File: src/hw/lms_map.svh
// Offsets, field positions, command codes and timing counts of the scan link.
`ifndef LMS_MAP_SVH
`define LMS_MAP_SVH
`define LMS_WORD_BITS     7'd64
`define LMS_TX_BITS       7'd65
`define LMS_RD_BITS       6'd48
`define LMS_CMD_HI        63
`define LMS_CMD_LO        60
`define LMS_IDX_HI        59
`define LMS_IDX_LO        56
`define LMS_DST_HI        55
`define LMS_DST_LO        48
`define LMS_CMD_CHAIN     4'h1
`define LMS_CMD_CFG_WR    4'h2
`define LMS_CMD_GS_WR     4'h3
`define LMS_CMD_VSYNC     4'h4
`define LMS_CMD_READ      4'h5
`define LMS_BROADCAST     8'hFF
`define LMS_IDX_CFG0      4'h0
`define LMS_IDX_CFG1      4'h1
`define LMS_IDX_CFG2      4'h2
`define LMS_IDX_CFG3      4'h3
`define LMS_IDX_OPEN      4'hE
`define LMS_IDX_SHORT     4'hF
`define LMS_MUL_HI        3
`define LMS_MUL_LO        0
`define LMS_NLINE_HI      8
`define LMS_NLINE_LO      4
`define LMS_NSUB_HI       14
`define LMS_NSUB_LO       9
`define LMS_SEG_HI        9
`define LMS_SEG_LO        0
`define LMS_LSW_HI        40
`define LMS_LSW_LO        37
`define LMS_ADJ_HI        46
`define LMS_ADJ_LO        41
`define LMS_GS_LINE_HI    19
`define LMS_GS_LINE_LO    16
`define LMS_LSW_STEP      10'd40
`define LMS_CFG_RESET     48'h0000_0000_0000
`define LMS_ADDR_RESET    8'h00
`endif

File: src/hw/lms_pkg.sv
// Types and shared arithmetic of the LED matrix scan link.
`include "lms_map.svh"
package lms_pkg;
  typedef enum logic [2:0] {
    DS_IDLE, DS_SEG, DS_SWITCH, DS_SUBBLANK, DS_FBLANK
  } lms_dev_state_type;

  typedef enum logic [2:0] {
    CS_IDLE, CS_BOOT, CS_RUN, CS_RDWAIT, CS_RDGET
  } lms_ctl_state_type;

  typedef struct packed {
    logic                   sclk_d;
    logic [63:0]            rx;
    logic [6:0]             rx_cnt;
    logic                   rx_busy;
    logic [7:0]             addr;
    logic [47:0]            cfg_sh0;
    logic [47:0]            cfg_sh1;
    logic [47:0]            cfg_a0;
    logic [47:0]            cfg_a1;
    logic [47:0]            cfg2;
    logic [47:0]            cfg3;
    logic [1:0][15:0][15:0] gs;
    logic                   bank;
    logic [48:0]            tx;
    logic [5:0]             tx_cnt;
    logic                   serial_data_out;
    logic [7:0]             per_cnt;
    logic [7:0]             per;
    logic [7:0]             ph;
    logic                   gtick;
    lms_dev_state_type      st;
    logic [9:0]             gcnt;
    logic [4:0]             line;
    logic [5:0]             sub;
    logic                   pwm;
    logic                   line_on;
  } lms_dev_type;

  typedef struct packed {
    logic              sclk;
    logic              div;
    logic              serial_data_in;
    logic [64:0]       tx;
    logic [6:0]        tx_cnt;
    lms_ctl_state_type st;
    logic [2:0]        step;
    logic [47:0]       rd_sh;
    logic [5:0]        rd_cnt;
    logic              ready;
    logic              rd_done;
  } lms_ctl_type;

  function automatic logic [19:0] lms_div(input logic [19:0] a,
                                          input logic [19:0] b);
    lms_div = (b == 20'h00000) ? 20'h00000 : a / b;
  endfunction

  function automatic logic [9:0] lms_lsw_clocks(input logic [3:0] code);
    lms_lsw_clocks = 10'({6'h00, code} * `LMS_LSW_STEP);
  endfunction
endpackage
File: src/hw/lms_link_if.sv
// Three-wire serial link between the display controller and the driver.
`timescale 1ns/1ns
interface lms_link_if;
  logic sclk;
  logic serial_data_in;
  logic serial_data_out;
  modport dev (input sclk, input serial_data_in, output serial_data_out);
  modport ctl (output sclk, output serial_data_in, input serial_data_out);
endinterface

File: src/hw/lms_dev.sv
// Driver end: serial command decode, configuration banks and scan timing.
`timescale 1ns/1ns
`include "lms_map.svh"
// Notes on behaviour
// RQ1 - Grayscale clock is serial clock times multiplier plus one.
// RQ2 - Line switch lasts code times forty clocks.
// RQ3 - Segment length field sets clocks per segment.
// RQ4 - Blank adjust adds clocks to each sub-period.
// RQ5 - Large blank count moves whole share into segments.
// RQ6 - Controller spends share on segment or switch.
// RQ7 - Controller spreads leftover blank over sub-periods.
// RQ8 - Every scan line driven once per sub-period.
// RQ9 - Full scale equals segment length times sub-periods.
// RQ10 - Frame: lines times sub-periods, then blank.
// RQ11 - Controller: chain index, configuration, then frame syncs.
// RQ12 - Chain index command assigns this device's address.
// RQ13 - Frame sync shows last frame, keeps loading.
// RQ14 - Frame sync restarts display timing on all devices.
// RQ15 - Registers readable at any time in frame.
// RQ16 - First two configs wait for sync; others immediate.
// RQ17 - Controller writes configuration in broadcast form.
// RQ18 - Controller writes grayscale data device-addressed.
// RQ19 - Controller sets first four configs before display.
// RQ20 - Controller sends zero data to unused channels.
// RQ21 - Read commands return open and short flags.
// RQ22 - Controller keeps serial clock running continuously.
// RQ23 - Commands enter on data in, reads leave out.
// RQ24 - Leftover blank idles at frame end, outputs off.
module lms_dev
  import lms_pkg::*;
(
  input  wire logic        I_SYS_CLK,
  input  wire logic        I_SYS_RST,
  lms_link_if.dev          link,
  input  wire logic [47:0] I_LED_OPEN,
  input  wire logic [47:0] I_LED_SHORT,
  output logic [4:0]       O_LINE_SEL,
  output logic             O_LINE_ON,
  output logic             O_PWM,
  output logic             O_GRAYSCALE_CLOCK_TICK,
  output logic [7:0]       O_CHIP_ADDR
);
  lms_dev_type q;
  lms_dev_type next_q;
  logic        rise;
  logic        fall;
  logic        done;
  logic [63:0] cmd_word;
  logic [3:0]  cmd;
  logic [3:0]  idx;
  logic [7:0]  dst;
  logic [47:0] data;
  logic        hit;
  logic [47:0] rd_val;
  logic [19:0] interval;
  logic [9:0]  seg_len;
  logic [9:0]  lsw_len;
  logic [9:0]  adj_len;
  logic [4:0]  last_line;
  logic [5:0]  last_sub;
  logic [16:0] level;
  logic [15:0] gs_val;
  logic        seg_end;

  always_comb begin
    next_q = q;
    next_q.sclk_d = link.sclk;
    rise = link.sclk & ~q.sclk_d;
    fall = ~link.sclk & q.sclk_d;
    done = 1'b0;
    cmd_word = {q.rx[62:0], link.serial_data_in};
    cmd  = cmd_word[`LMS_CMD_HI:`LMS_CMD_LO];
    idx  = cmd_word[`LMS_IDX_HI:`LMS_IDX_LO];
    dst  = cmd_word[`LMS_DST_HI:`LMS_DST_LO];
    data = cmd_word[47:0];
    hit  = (dst == `LMS_BROADCAST) || (dst == q.addr); // RQ12
    rd_val = `LMS_CFG_RESET;
    seg_len   = q.cfg_a1[`LMS_SEG_HI:`LMS_SEG_LO]; // RQ3
    lsw_len   = lms_lsw_clocks(q.cfg_a1[`LMS_LSW_HI:`LMS_LSW_LO]); // RQ2
    adj_len   = {4'h0, q.cfg_a1[`LMS_ADJ_HI:`LMS_ADJ_LO]}; // RQ4
    last_line = q.cfg_a0[`LMS_NLINE_HI:`LMS_NLINE_LO];
    last_sub  = q.cfg_a0[`LMS_NSUB_HI:`LMS_NSUB_LO];
    // Grayscale ticks are spread evenly over the measured serial period.
    interval = lms_div({12'h000, q.per},
                       {16'h0000, q.cfg_a0[`LMS_MUL_HI:`LMS_MUL_LO]}
                       + 20'h00001); // RQ1
    gs_val = q.gs[q.bank][q.line[3:0]];
    level  = 17'(q.sub * seg_len) + {7'h00, q.gcnt}; // RQ9
    seg_end = ({1'b0, q.gcnt} + 11'd1) >= {1'b0, seg_len};

    // Serial period measurement and grayscale tick generation.
    next_q.gtick = 1'b0;
    next_q.per_cnt = q.per_cnt + 8'd1;
    next_q.ph = q.ph + 8'd1;
    if (rise) begin
      next_q.per = q.per_cnt + 8'd1;
      next_q.per_cnt = 8'd0;
    end
    // No ticks before the first frame sync, because the period measured
    // just after reset is not yet a whole serial period.
    if ({12'h000, q.ph} + 20'h00001 >= interval) begin
      next_q.ph = 8'd0;
      next_q.gtick = (q.st != DS_IDLE); // RQ1
    end

    // Command receiver: a start bit, then a 64-bit word, sampled on rise.
    if (rise) begin
      if (!q.rx_busy) begin
        next_q.rx_busy = link.serial_data_in; // RQ23
        next_q.rx_cnt = 7'd0;
      end else begin
        next_q.rx = cmd_word;
        next_q.rx_cnt = q.rx_cnt + 7'd1;
        if (q.rx_cnt == `LMS_WORD_BITS - 7'd1) begin
          next_q.rx_busy = 1'b0;
          done = 1'b1;
        end
      end
    end

    // Read data leaves on data out, one bit per falling edge.
    if (fall && q.tx_cnt != 6'd0) begin
      next_q.serial_data_out = q.tx[48]; // RQ23
      next_q.tx = {q.tx[47:0], 1'b0};
      next_q.tx_cnt = q.tx_cnt - 6'd1;
    end else if (fall) begin
      next_q.serial_data_out = 1'b0;
    end

    // Display timing advances one step per grayscale tick.
    if (q.gtick) begin
      next_q.gcnt = q.gcnt + 10'd1;
      case (q.st)
        DS_SEG: begin
          next_q.pwm = (level + 17'd1) < {1'b0, gs_val};
          if (seg_end) begin
            next_q.st = DS_SWITCH; // RQ10
            next_q.gcnt = 10'd0;
            next_q.pwm = 1'b0;
            next_q.line_on = 1'b0;
          end
        end
        DS_SWITCH: begin
          if (q.gcnt + 10'd1 >= lsw_len) begin // RQ2
            next_q.gcnt = 10'd0;
            if (q.line != last_line) begin
              next_q.line = q.line + 5'd1; // RQ8
              next_q.st = DS_SEG;
            end else begin
              next_q.st = DS_SUBBLANK; // RQ4
            end
          end
        end
        DS_SUBBLANK: begin
          if (q.gcnt >= adj_len) begin // RQ4
            next_q.gcnt = 10'd0;
            next_q.line = 5'd0;
            if (q.sub != last_sub) begin
              next_q.sub = q.sub + 6'd1; // RQ8
              next_q.st = DS_SEG;
            end else begin
              next_q.st = DS_FBLANK; // RQ24
            end
          end
        end
        DS_FBLANK: begin
          next_q.gcnt = 10'd0;
          next_q.pwm = 1'b0; // RQ24
        end
        DS_IDLE: next_q.gcnt = 10'd0;
        default: next_q.st = DS_IDLE;
      endcase
      if (next_q.st == DS_SEG && q.st != DS_SEG) begin
        next_q.line_on = 1'b1;
        next_q.pwm = {1'b0, q.gs[q.bank][next_q.line[3:0]]} >
                     17'(next_q.sub * seg_len);
      end
    end

    if (done) begin
      case (cmd)
        `LMS_CMD_CHAIN: next_q.addr = data[7:0]; // RQ12
        `LMS_CMD_CFG_WR: begin
          if (hit) begin
            case (idx)
              `LMS_IDX_CFG0: next_q.cfg_sh0 = data; // RQ16
              `LMS_IDX_CFG1: next_q.cfg_sh1 = data; // RQ16
              `LMS_IDX_CFG2: next_q.cfg2 = data; // RQ16
              `LMS_IDX_CFG3: next_q.cfg3 = data; // RQ16
              default: next_q.cfg3 = q.cfg3;
            endcase
          end
        end
        `LMS_CMD_GS_WR: begin
          if (dst == q.addr) begin
            next_q.gs[~q.bank][data[`LMS_GS_LINE_HI:`LMS_GS_LINE_LO]] =
              data[15:0]; // RQ13
          end
        end
        `LMS_CMD_VSYNC: begin
          next_q.cfg_a0 = q.cfg_sh0; // RQ16
          next_q.cfg_a1 = q.cfg_sh1; // RQ16
          next_q.bank = ~q.bank; // RQ13
          next_q.st = DS_SEG; // RQ14
          next_q.line = 5'd0;
          next_q.sub = 6'd0;
          next_q.gcnt = 10'd0;
          next_q.line_on = 1'b1;
          next_q.pwm = 1'b0;
          // The tick phase restarts so the first segment gets whole ticks.
          next_q.ph = 8'(interval - 20'h00001); // RQ14
          next_q.gtick = 1'b0;
        end
        `LMS_CMD_READ: begin
          if (hit) begin
            case (idx)
              `LMS_IDX_CFG0: rd_val = q.cfg_sh0;
              `LMS_IDX_CFG1: rd_val = q.cfg_sh1;
              `LMS_IDX_CFG2: rd_val = q.cfg2;
              `LMS_IDX_CFG3: rd_val = q.cfg3;
              `LMS_IDX_OPEN: rd_val = I_LED_OPEN; // RQ21
              `LMS_IDX_SHORT: rd_val = I_LED_SHORT; // RQ21
              default: rd_val = `LMS_CFG_RESET;
            endcase
            next_q.tx = {1'b1, rd_val}; // RQ15
            next_q.tx_cnt = 6'd49;
          end
        end
        default: next_q.rx_cnt = 7'd0;
      endcase
    end
  end

  always_ff @(posedge I_SYS_CLK or posedge I_SYS_RST) begin
    if (I_SYS_RST) begin
      q <= '0;
    end else begin
      q <= next_q;
    end
  end

  assign link.serial_data_out   = q.serial_data_out;
  assign O_LINE_SEL  = q.line;
  assign O_LINE_ON   = q.line_on;
  assign O_PWM       = q.pwm;
  assign O_GRAYSCALE_CLOCK_TICK = q.gtick;
  assign O_CHIP_ADDR = q.addr;
endmodule

File: src/flat_wrapper.sv
// flat-port wrapper written by rule: the top's interface ports become plain ports
module lms_dev_flat import lms_pkg::*;
  (I_SYS_CLK, I_SYS_RST, I_LED_OPEN, I_LED_SHORT, O_LINE_SEL, O_LINE_ON, O_PWM, O_GRAYSCALE_CLOCK_TICK, O_CHIP_ADDR, link_sclk, link_serial_data_in, link_serial_data_out);
  lms_link_if link_i ();
  input  wire logic I_SYS_CLK;
  input  wire logic I_SYS_RST;
  input  wire logic [47:0] I_LED_OPEN;
  input  wire logic [47:0] I_LED_SHORT;
  output logic [4:0] O_LINE_SEL;
  output logic O_LINE_ON;
  output logic O_PWM;
  output logic O_GRAYSCALE_CLOCK_TICK;
  output logic [7:0] O_CHIP_ADDR;
  input wire logic [$bits(link_i.sclk)-1:0] link_sclk;
  input wire logic [$bits(link_i.serial_data_in)-1:0] link_serial_data_in;
  output wire logic [$bits(link_i.serial_data_out)-1:0] link_serial_data_out;
  assign link_i.sclk = link_sclk;
  assign link_i.serial_data_in = link_serial_data_in;
  assign link_serial_data_out = link_i.serial_data_out;
  lms_dev u_core (.I_SYS_CLK(I_SYS_CLK), .I_SYS_RST(I_SYS_RST), .link(link_i), .I_LED_OPEN(I_LED_OPEN), .I_LED_SHORT(I_LED_SHORT), .O_LINE_SEL(O_LINE_SEL), .O_LINE_ON(O_LINE_ON), .O_PWM(O_PWM), .O_GRAYSCALE_CLOCK_TICK(O_GRAYSCALE_CLOCK_TICK), .O_CHIP_ADDR(O_CHIP_ADDR));
endmodule
File: config.mk
export PLATFORM = sky130hd
export DESIGN_NAME = lms_dev_flat
export DESIGN_NICKNAME = d
export VERILOG_FILES = /design/src/hw/lms_pkg.sv /design/src/hw/lms_link_if.sv /design/src/hw/lms_dev.sv /design/src/flat_wrapper.sv
export VERILOG_INCLUDE_DIRS = /design/src /design/src/hw
export SDC_FILE = /design/constraint.sdc
export NUM_CORES = 2
export LEC_CHECK = 0
export BUFFER_PORTS_ARGS = -buffer_cell sky130_fd_sc_hd__buf_2
export CAP_MARGIN = 5
export CORE_MARGIN = 2
export CORE_UTILIZATION = 30
export CTS_CLUSTER_DIAMETER = 100
export DETAILED_ROUTE_END_ITERATION = 7
export PLACE_DENSITY = 0.55
export REMOVE_ABC_BUFFERS = 1
export SLEW_MARGIN = 20
export SYNTH_ARGS = -nofsm -noshare
export SYNTH_HDL_FRONTEND = slang
export SYNTH_SLANG_ARGS = --single-unit
File: constraint.sdc
create_clock -name I_SYS_CLK -period 96.5 [get_ports I_SYS_CLK]
set_input_delay 0 -clock I_SYS_CLK [delete_from_list [all_inputs] [get_ports I_SYS_CLK]]
set_output_delay 0 -clock I_SYS_CLK [all_outputs]
set_load 0.02 [all_outputs]
==> run summary <==
The minimum clock period is 45.93 ns. In this run the post-CTS setup repair buffer count came out at 0. The run finished with clean final reports.

For met2 alone, demand over resource in global routing was 28.4%. Clock tree synthesis found a total of 927 sinks. The final cycle utilization of the critical path is 47.6%. The residual overflow from global routing is 0. The total number of vias is 41400. The initial antenna violation count came out at 3. The maximum number of pins on one net before global-route repair is 189. The highest achievable clock rate is 21.8 MHz. The initial utilization of the core area, before any placement, comes to 30.2%. The maximum VDD drop is 0.0000637 V. The library cells used most frequently in the layout, excluding fill and tap cells, are sky130_fd_sc_hd__dfrtp_1, sky130_fd_sc_hd__mux2_2, sky130_fd_sc_hd__nand2_1. The layout cell share with drive strength beyond 1 is 30.2%. The worst-case hold slack came out at 0.0124 ns. The data arrival time of the worst path is 46.55 ns.

The number of fillers in the final layout came out at 18900. For this run, the post-layout net count is 5524. After layout, the design draws a total of 2.06 mW.

The core region is 193000 um2. The transition at the pin with the smallest max-transition slack is 1.10 ns. The floorplan step defined a die boundary enclosing 198000 um2. The final hold violation count came out at 0. The met3 global-route usage is 2.07%. The via count of the first global-routing pass came out at 42900.

The number of top-level pins is 117. Detailed placement ended at an HPWL of 107000 um. After synthesis, the share of flip-flops with an asynchronous set or reset is 100%. The setup slack of the most critical reg-to-reg path came out at 50.57 ns. The starting DRC count in detailed routing came out at 2946. The number of buffers inserted for hold repair after clock tree synthesis is 99. The type of element capturing the critical path is a flip-flop.

Setup violations remaining at the end of the flow were counted as 0. Measured in cells, the most critical reg-to-reg path has a length of 192. The post-synthesis register bit count is 927. The highest-delay cell along the critical path is sky130_fd_sc_hd__a2111oi_2. The first global-routing pass estimated 261000 um of wire. The global routing stage identified its most utilized layer as met2. The number of placement rows is 161. The routed length per placed instance came out at 21.6 um.

CTS built an H-tree with a depth of 3. The CTS clock-pin slew for the worst setup and hold paths is 0.06 ns. Prior to clock tree synthesis, the placed netlist has a worst setup slack of 50.86 ns. The die boundary height came out at 445 um. The largest incremental delay on the critical path came out at 0.69 ns.

The worst setup path is launched from a flip-flop. The type of the worst setup path is reg2reg. Leaving out fill and tap cells, the most frequent cell in the layout is sky130_fd_sc_hd__dfrtp_1. The gate count after technology mapping came out at 5051.

The synthesized netlist contains 113 unique library cells. The number of vias per cell after detailed routing came out at 5.36. Setup repair after global routing left no endpoint under its margin.

The overall fraction of global-route tracks in use is 16.8%. Data on the critical path is required at its endpoint by 97.12 ns. No sink is reached through more buffers than the 3 on the longest clock path. The static leakage power is 30.7 nW. The weighted congestion at the end of routability-driven global placement came out at 0.821. The count of warnings emitted by yosys is 0. The first-pass iteration count of the detailed router came out at 7. The min-delay analysis places its worst path in the category in2async. The horizontal die dimension is 445 um.

The reg-to-reg startpoint is u_core.q[764]. Once routing completed, OpenROAD measured the worst setup slack at 50.57 ns. Dividing total power by cell area gives a power density of 31.1 nW/um2.

The most used flip-flop cell after synthesis is sky130_fd_sc_hd__dfrtp_1. The most numerous cell type found on the critical path is sky130_fd_sc_hd__o21a_1. The count of final max-slew check failures is 0. The average cell area after synthesis came out at 11.5 um2. The max-cap check violation count came out at 0.

Clock tree synthesis selected as its root buffer the cell sky130_fd_sc_hd__clkbuf_16. The sum of negative setup slack came out at 0 ns. The number of enable-type register cells in the synthesized netlist came out at 0.

The largest clock skew in the final design is 0.0657 ns. The routed wire length came out at 167000 um. Compared with the post-synthesis result, the final layout area differs by 13.5%.

For the worst-skew pair, the clock arrives at the later sink with an insertion delay of 0.75 ns. The number of instances resized during post-cts repair came out at 0. The post-synthesis sequential area ratio is 39.8%. Port buffering added 116 buffers. The netlist area before placement came out at 58300 um2. The worst slew slack as a fraction of its limit came out at 27.0%.

The endpoint identified for the worst register-to-register timing path is u_core.q[33]. The met1 usage in global routing is 22.1%. The number of clock buffers added by TritonCTS is 104. TritonCTS built the clock tree. The post-detailed-route count of antenna-violating nets is 0. For this run, design rule violations remaining after detail routing come to 0. The highest net fanout along the worst path is 26.

The final core utilization came out at 34.3%.
## sequential cells by signal, summed over array words and instances, names as in the netlist
| register | cells |
|---|---|
| u_core.last_sub | 6 |
| u_core.O_LINE_SEL | 5 |
| u_core.last_line | 5 |
| u_core.O_LINE_ON | 1 |
| u_core.q | 830 |
| u_core.cmd | 4 |
| u_core.O_GRAYSCALE_CLOCK_TICK | 1 |
| u_core.O_PWM | 1 |
| u_core.link.serial_data_out | 1 |
| u_core.cmd_word | 59 |
| u_core.adj_len | 6 |
| u_core.O_CHIP_ADDR | 8 |
## cell usage after synthesis (16+ instances only)
library cell	number	area, um2
sky130_fd_sc_hd__a221oi_1	49	429
sky130_fd_sc_hd__fa_1	75	1500
sky130_fd_sc_hd__nor2_1	185	694
sky130_fd_sc_hd__clkbuf_1	300	1130
sky130_fd_sc_hd__a21o_1	32	240
sky130_fd_sc_hd__or2_2	17	106
sky130_fd_sc_hd__nand2b_1	48	300
sky130_fd_sc_hd__a31oi_1	23	144
sky130_fd_sc_hd__nand2_1	520	1950
sky130_fd_sc_hd__xor2_1	59	517
sky130_fd_sc_hd__dfrtp_1	927	23200
sky130_fd_sc_hd__inv_1	177	664
sky130_fd_sc_hd__o21a_1	54	405
sky130_fd_sc_hd__o22ai_1	55	344
sky130_fd_sc_hd__o21ai_0	138	691
sky130_fd_sc_hd__buf_4	16	120
sky130_fd_sc_hd__and2_1	51	319
sky130_fd_sc_hd__a211oi_1	17	128
sky130_fd_sc_hd__a22oi_1	86	646
sky130_fd_sc_hd__nand3_1	145	726
sky130_fd_sc_hd__mux2i_1	83	831
sky130_fd_sc_hd__nand4_1	19	119
sky130_fd_sc_hd__nor2b_1	36	225
sky130_fd_sc_hd__buf_1	32	120
sky130_fd_sc_hd__mux2_2	792	8920
sky130_fd_sc_hd__o31ai_1	20	150
sky130_fd_sc_hd__and3_1	19	119
sky130_fd_sc_hd__xnor2_1	73	639
sky130_fd_sc_hd__mux4_2	288	6490
sky130_fd_sc_hd__nor4_1	18	113
sky130_fd_sc_hd__ha_1	232	2900
sky130_fd_sc_hd__nor3_1	88	440
sky130_fd_sc_hd__a21oi_1	121	606
sky130_fd_sc_hd__or3_1	24	150
## final cells by class
type / instances / area [um2] / area share, %
antenna: 4 / 10.0 / 0.0151
sequential: 927 / 23200 / 35.1
timing repair buffer: 306 / 2350 / 3.55
tap: 2526 / 3160 / 4.77
inverter: 179 / 679 / 1.03
multi-input combinational: 3599 / 33300 / 50.3
clock inverter: 32 / 468 / 0.707
clock buffer: 157 / 3020 / 4.56
## how the worst max path moves through the flow
stage	from	to	slack (ns)	cells past startpoint
2_1_floorplan	u_core.q[764]	u_core.q[33]	57.14	194
3_3_place_gp	u_core.q[764]	u_core.q[34]	52.11	197
3_5_place_dp	u_core.q[764]	u_core.q[34]	50.86	193
4_1_cts	u_core.q[764]	u_core.q[33]	50.76	192
5_1_grt	u_core.q[764]	u_core.q[33]	45.61	197
6_report	u_core.q[764]	u_core.q[33]	50.57	192
## logic make-up after synthesis
kind of cell	share of synthesized area [%]
AO/OA/AOI/OAI	9.04
XOR/XNOR	2.01
adder cells (fa/ha/maj)	7.59
buffers and inverters	3.56
flip-flops	39.8
multiplexers	27.9
other	0.00643
AND/OR/NAND/NOR	10.1
## report_power, final
part | leakage [nW] | switching (mW) | internal [mW] | total [mW]
logic | 16.2 | 0.722 | 0.506 | 1.23
registers | 12.7 | 0.0282 | 0.401 | 0.429
clock network | 1.70 | 0.171 | 0.233 | 0.405
## through the flow
step,cells,instance area [um2]
2_1_floorplan,4705,56900
3_3_place_gp,7435,61600
3_5_place_dp,7435,61600
4_1_cts,7723,66100
5_1_grt,7728,66200
6_report,7730,66200
## worst max-delay path: cells and delay by family (launching register included)
| kind | cells | cell delay (ns) |
|---|---|---|
| adder cells (fa/ha/maj) | 21 | 6.32 |
| AND/OR/NAND/NOR | 72 | 16.98 |
| flip-flops | 1 | 0.36 |
| multiplexers | 5 | 1.83 |
| buffers and inverters | 3 | 0.56 |
| AO/OA/AOI/OAI | 91 | 19.69 |
## metal layers
| layer | share of wire (%) | vias up |
|---|---|---|
| met1 | 44 | 21400 |
| met2 | 49 | 968 |
| met3 | 4.0 | 277 |
| met5 | 0 | - |
| li1 | - | 18800 |
| met4 | 3.7 | 0 |
Power figures use the tool's default switching activity.
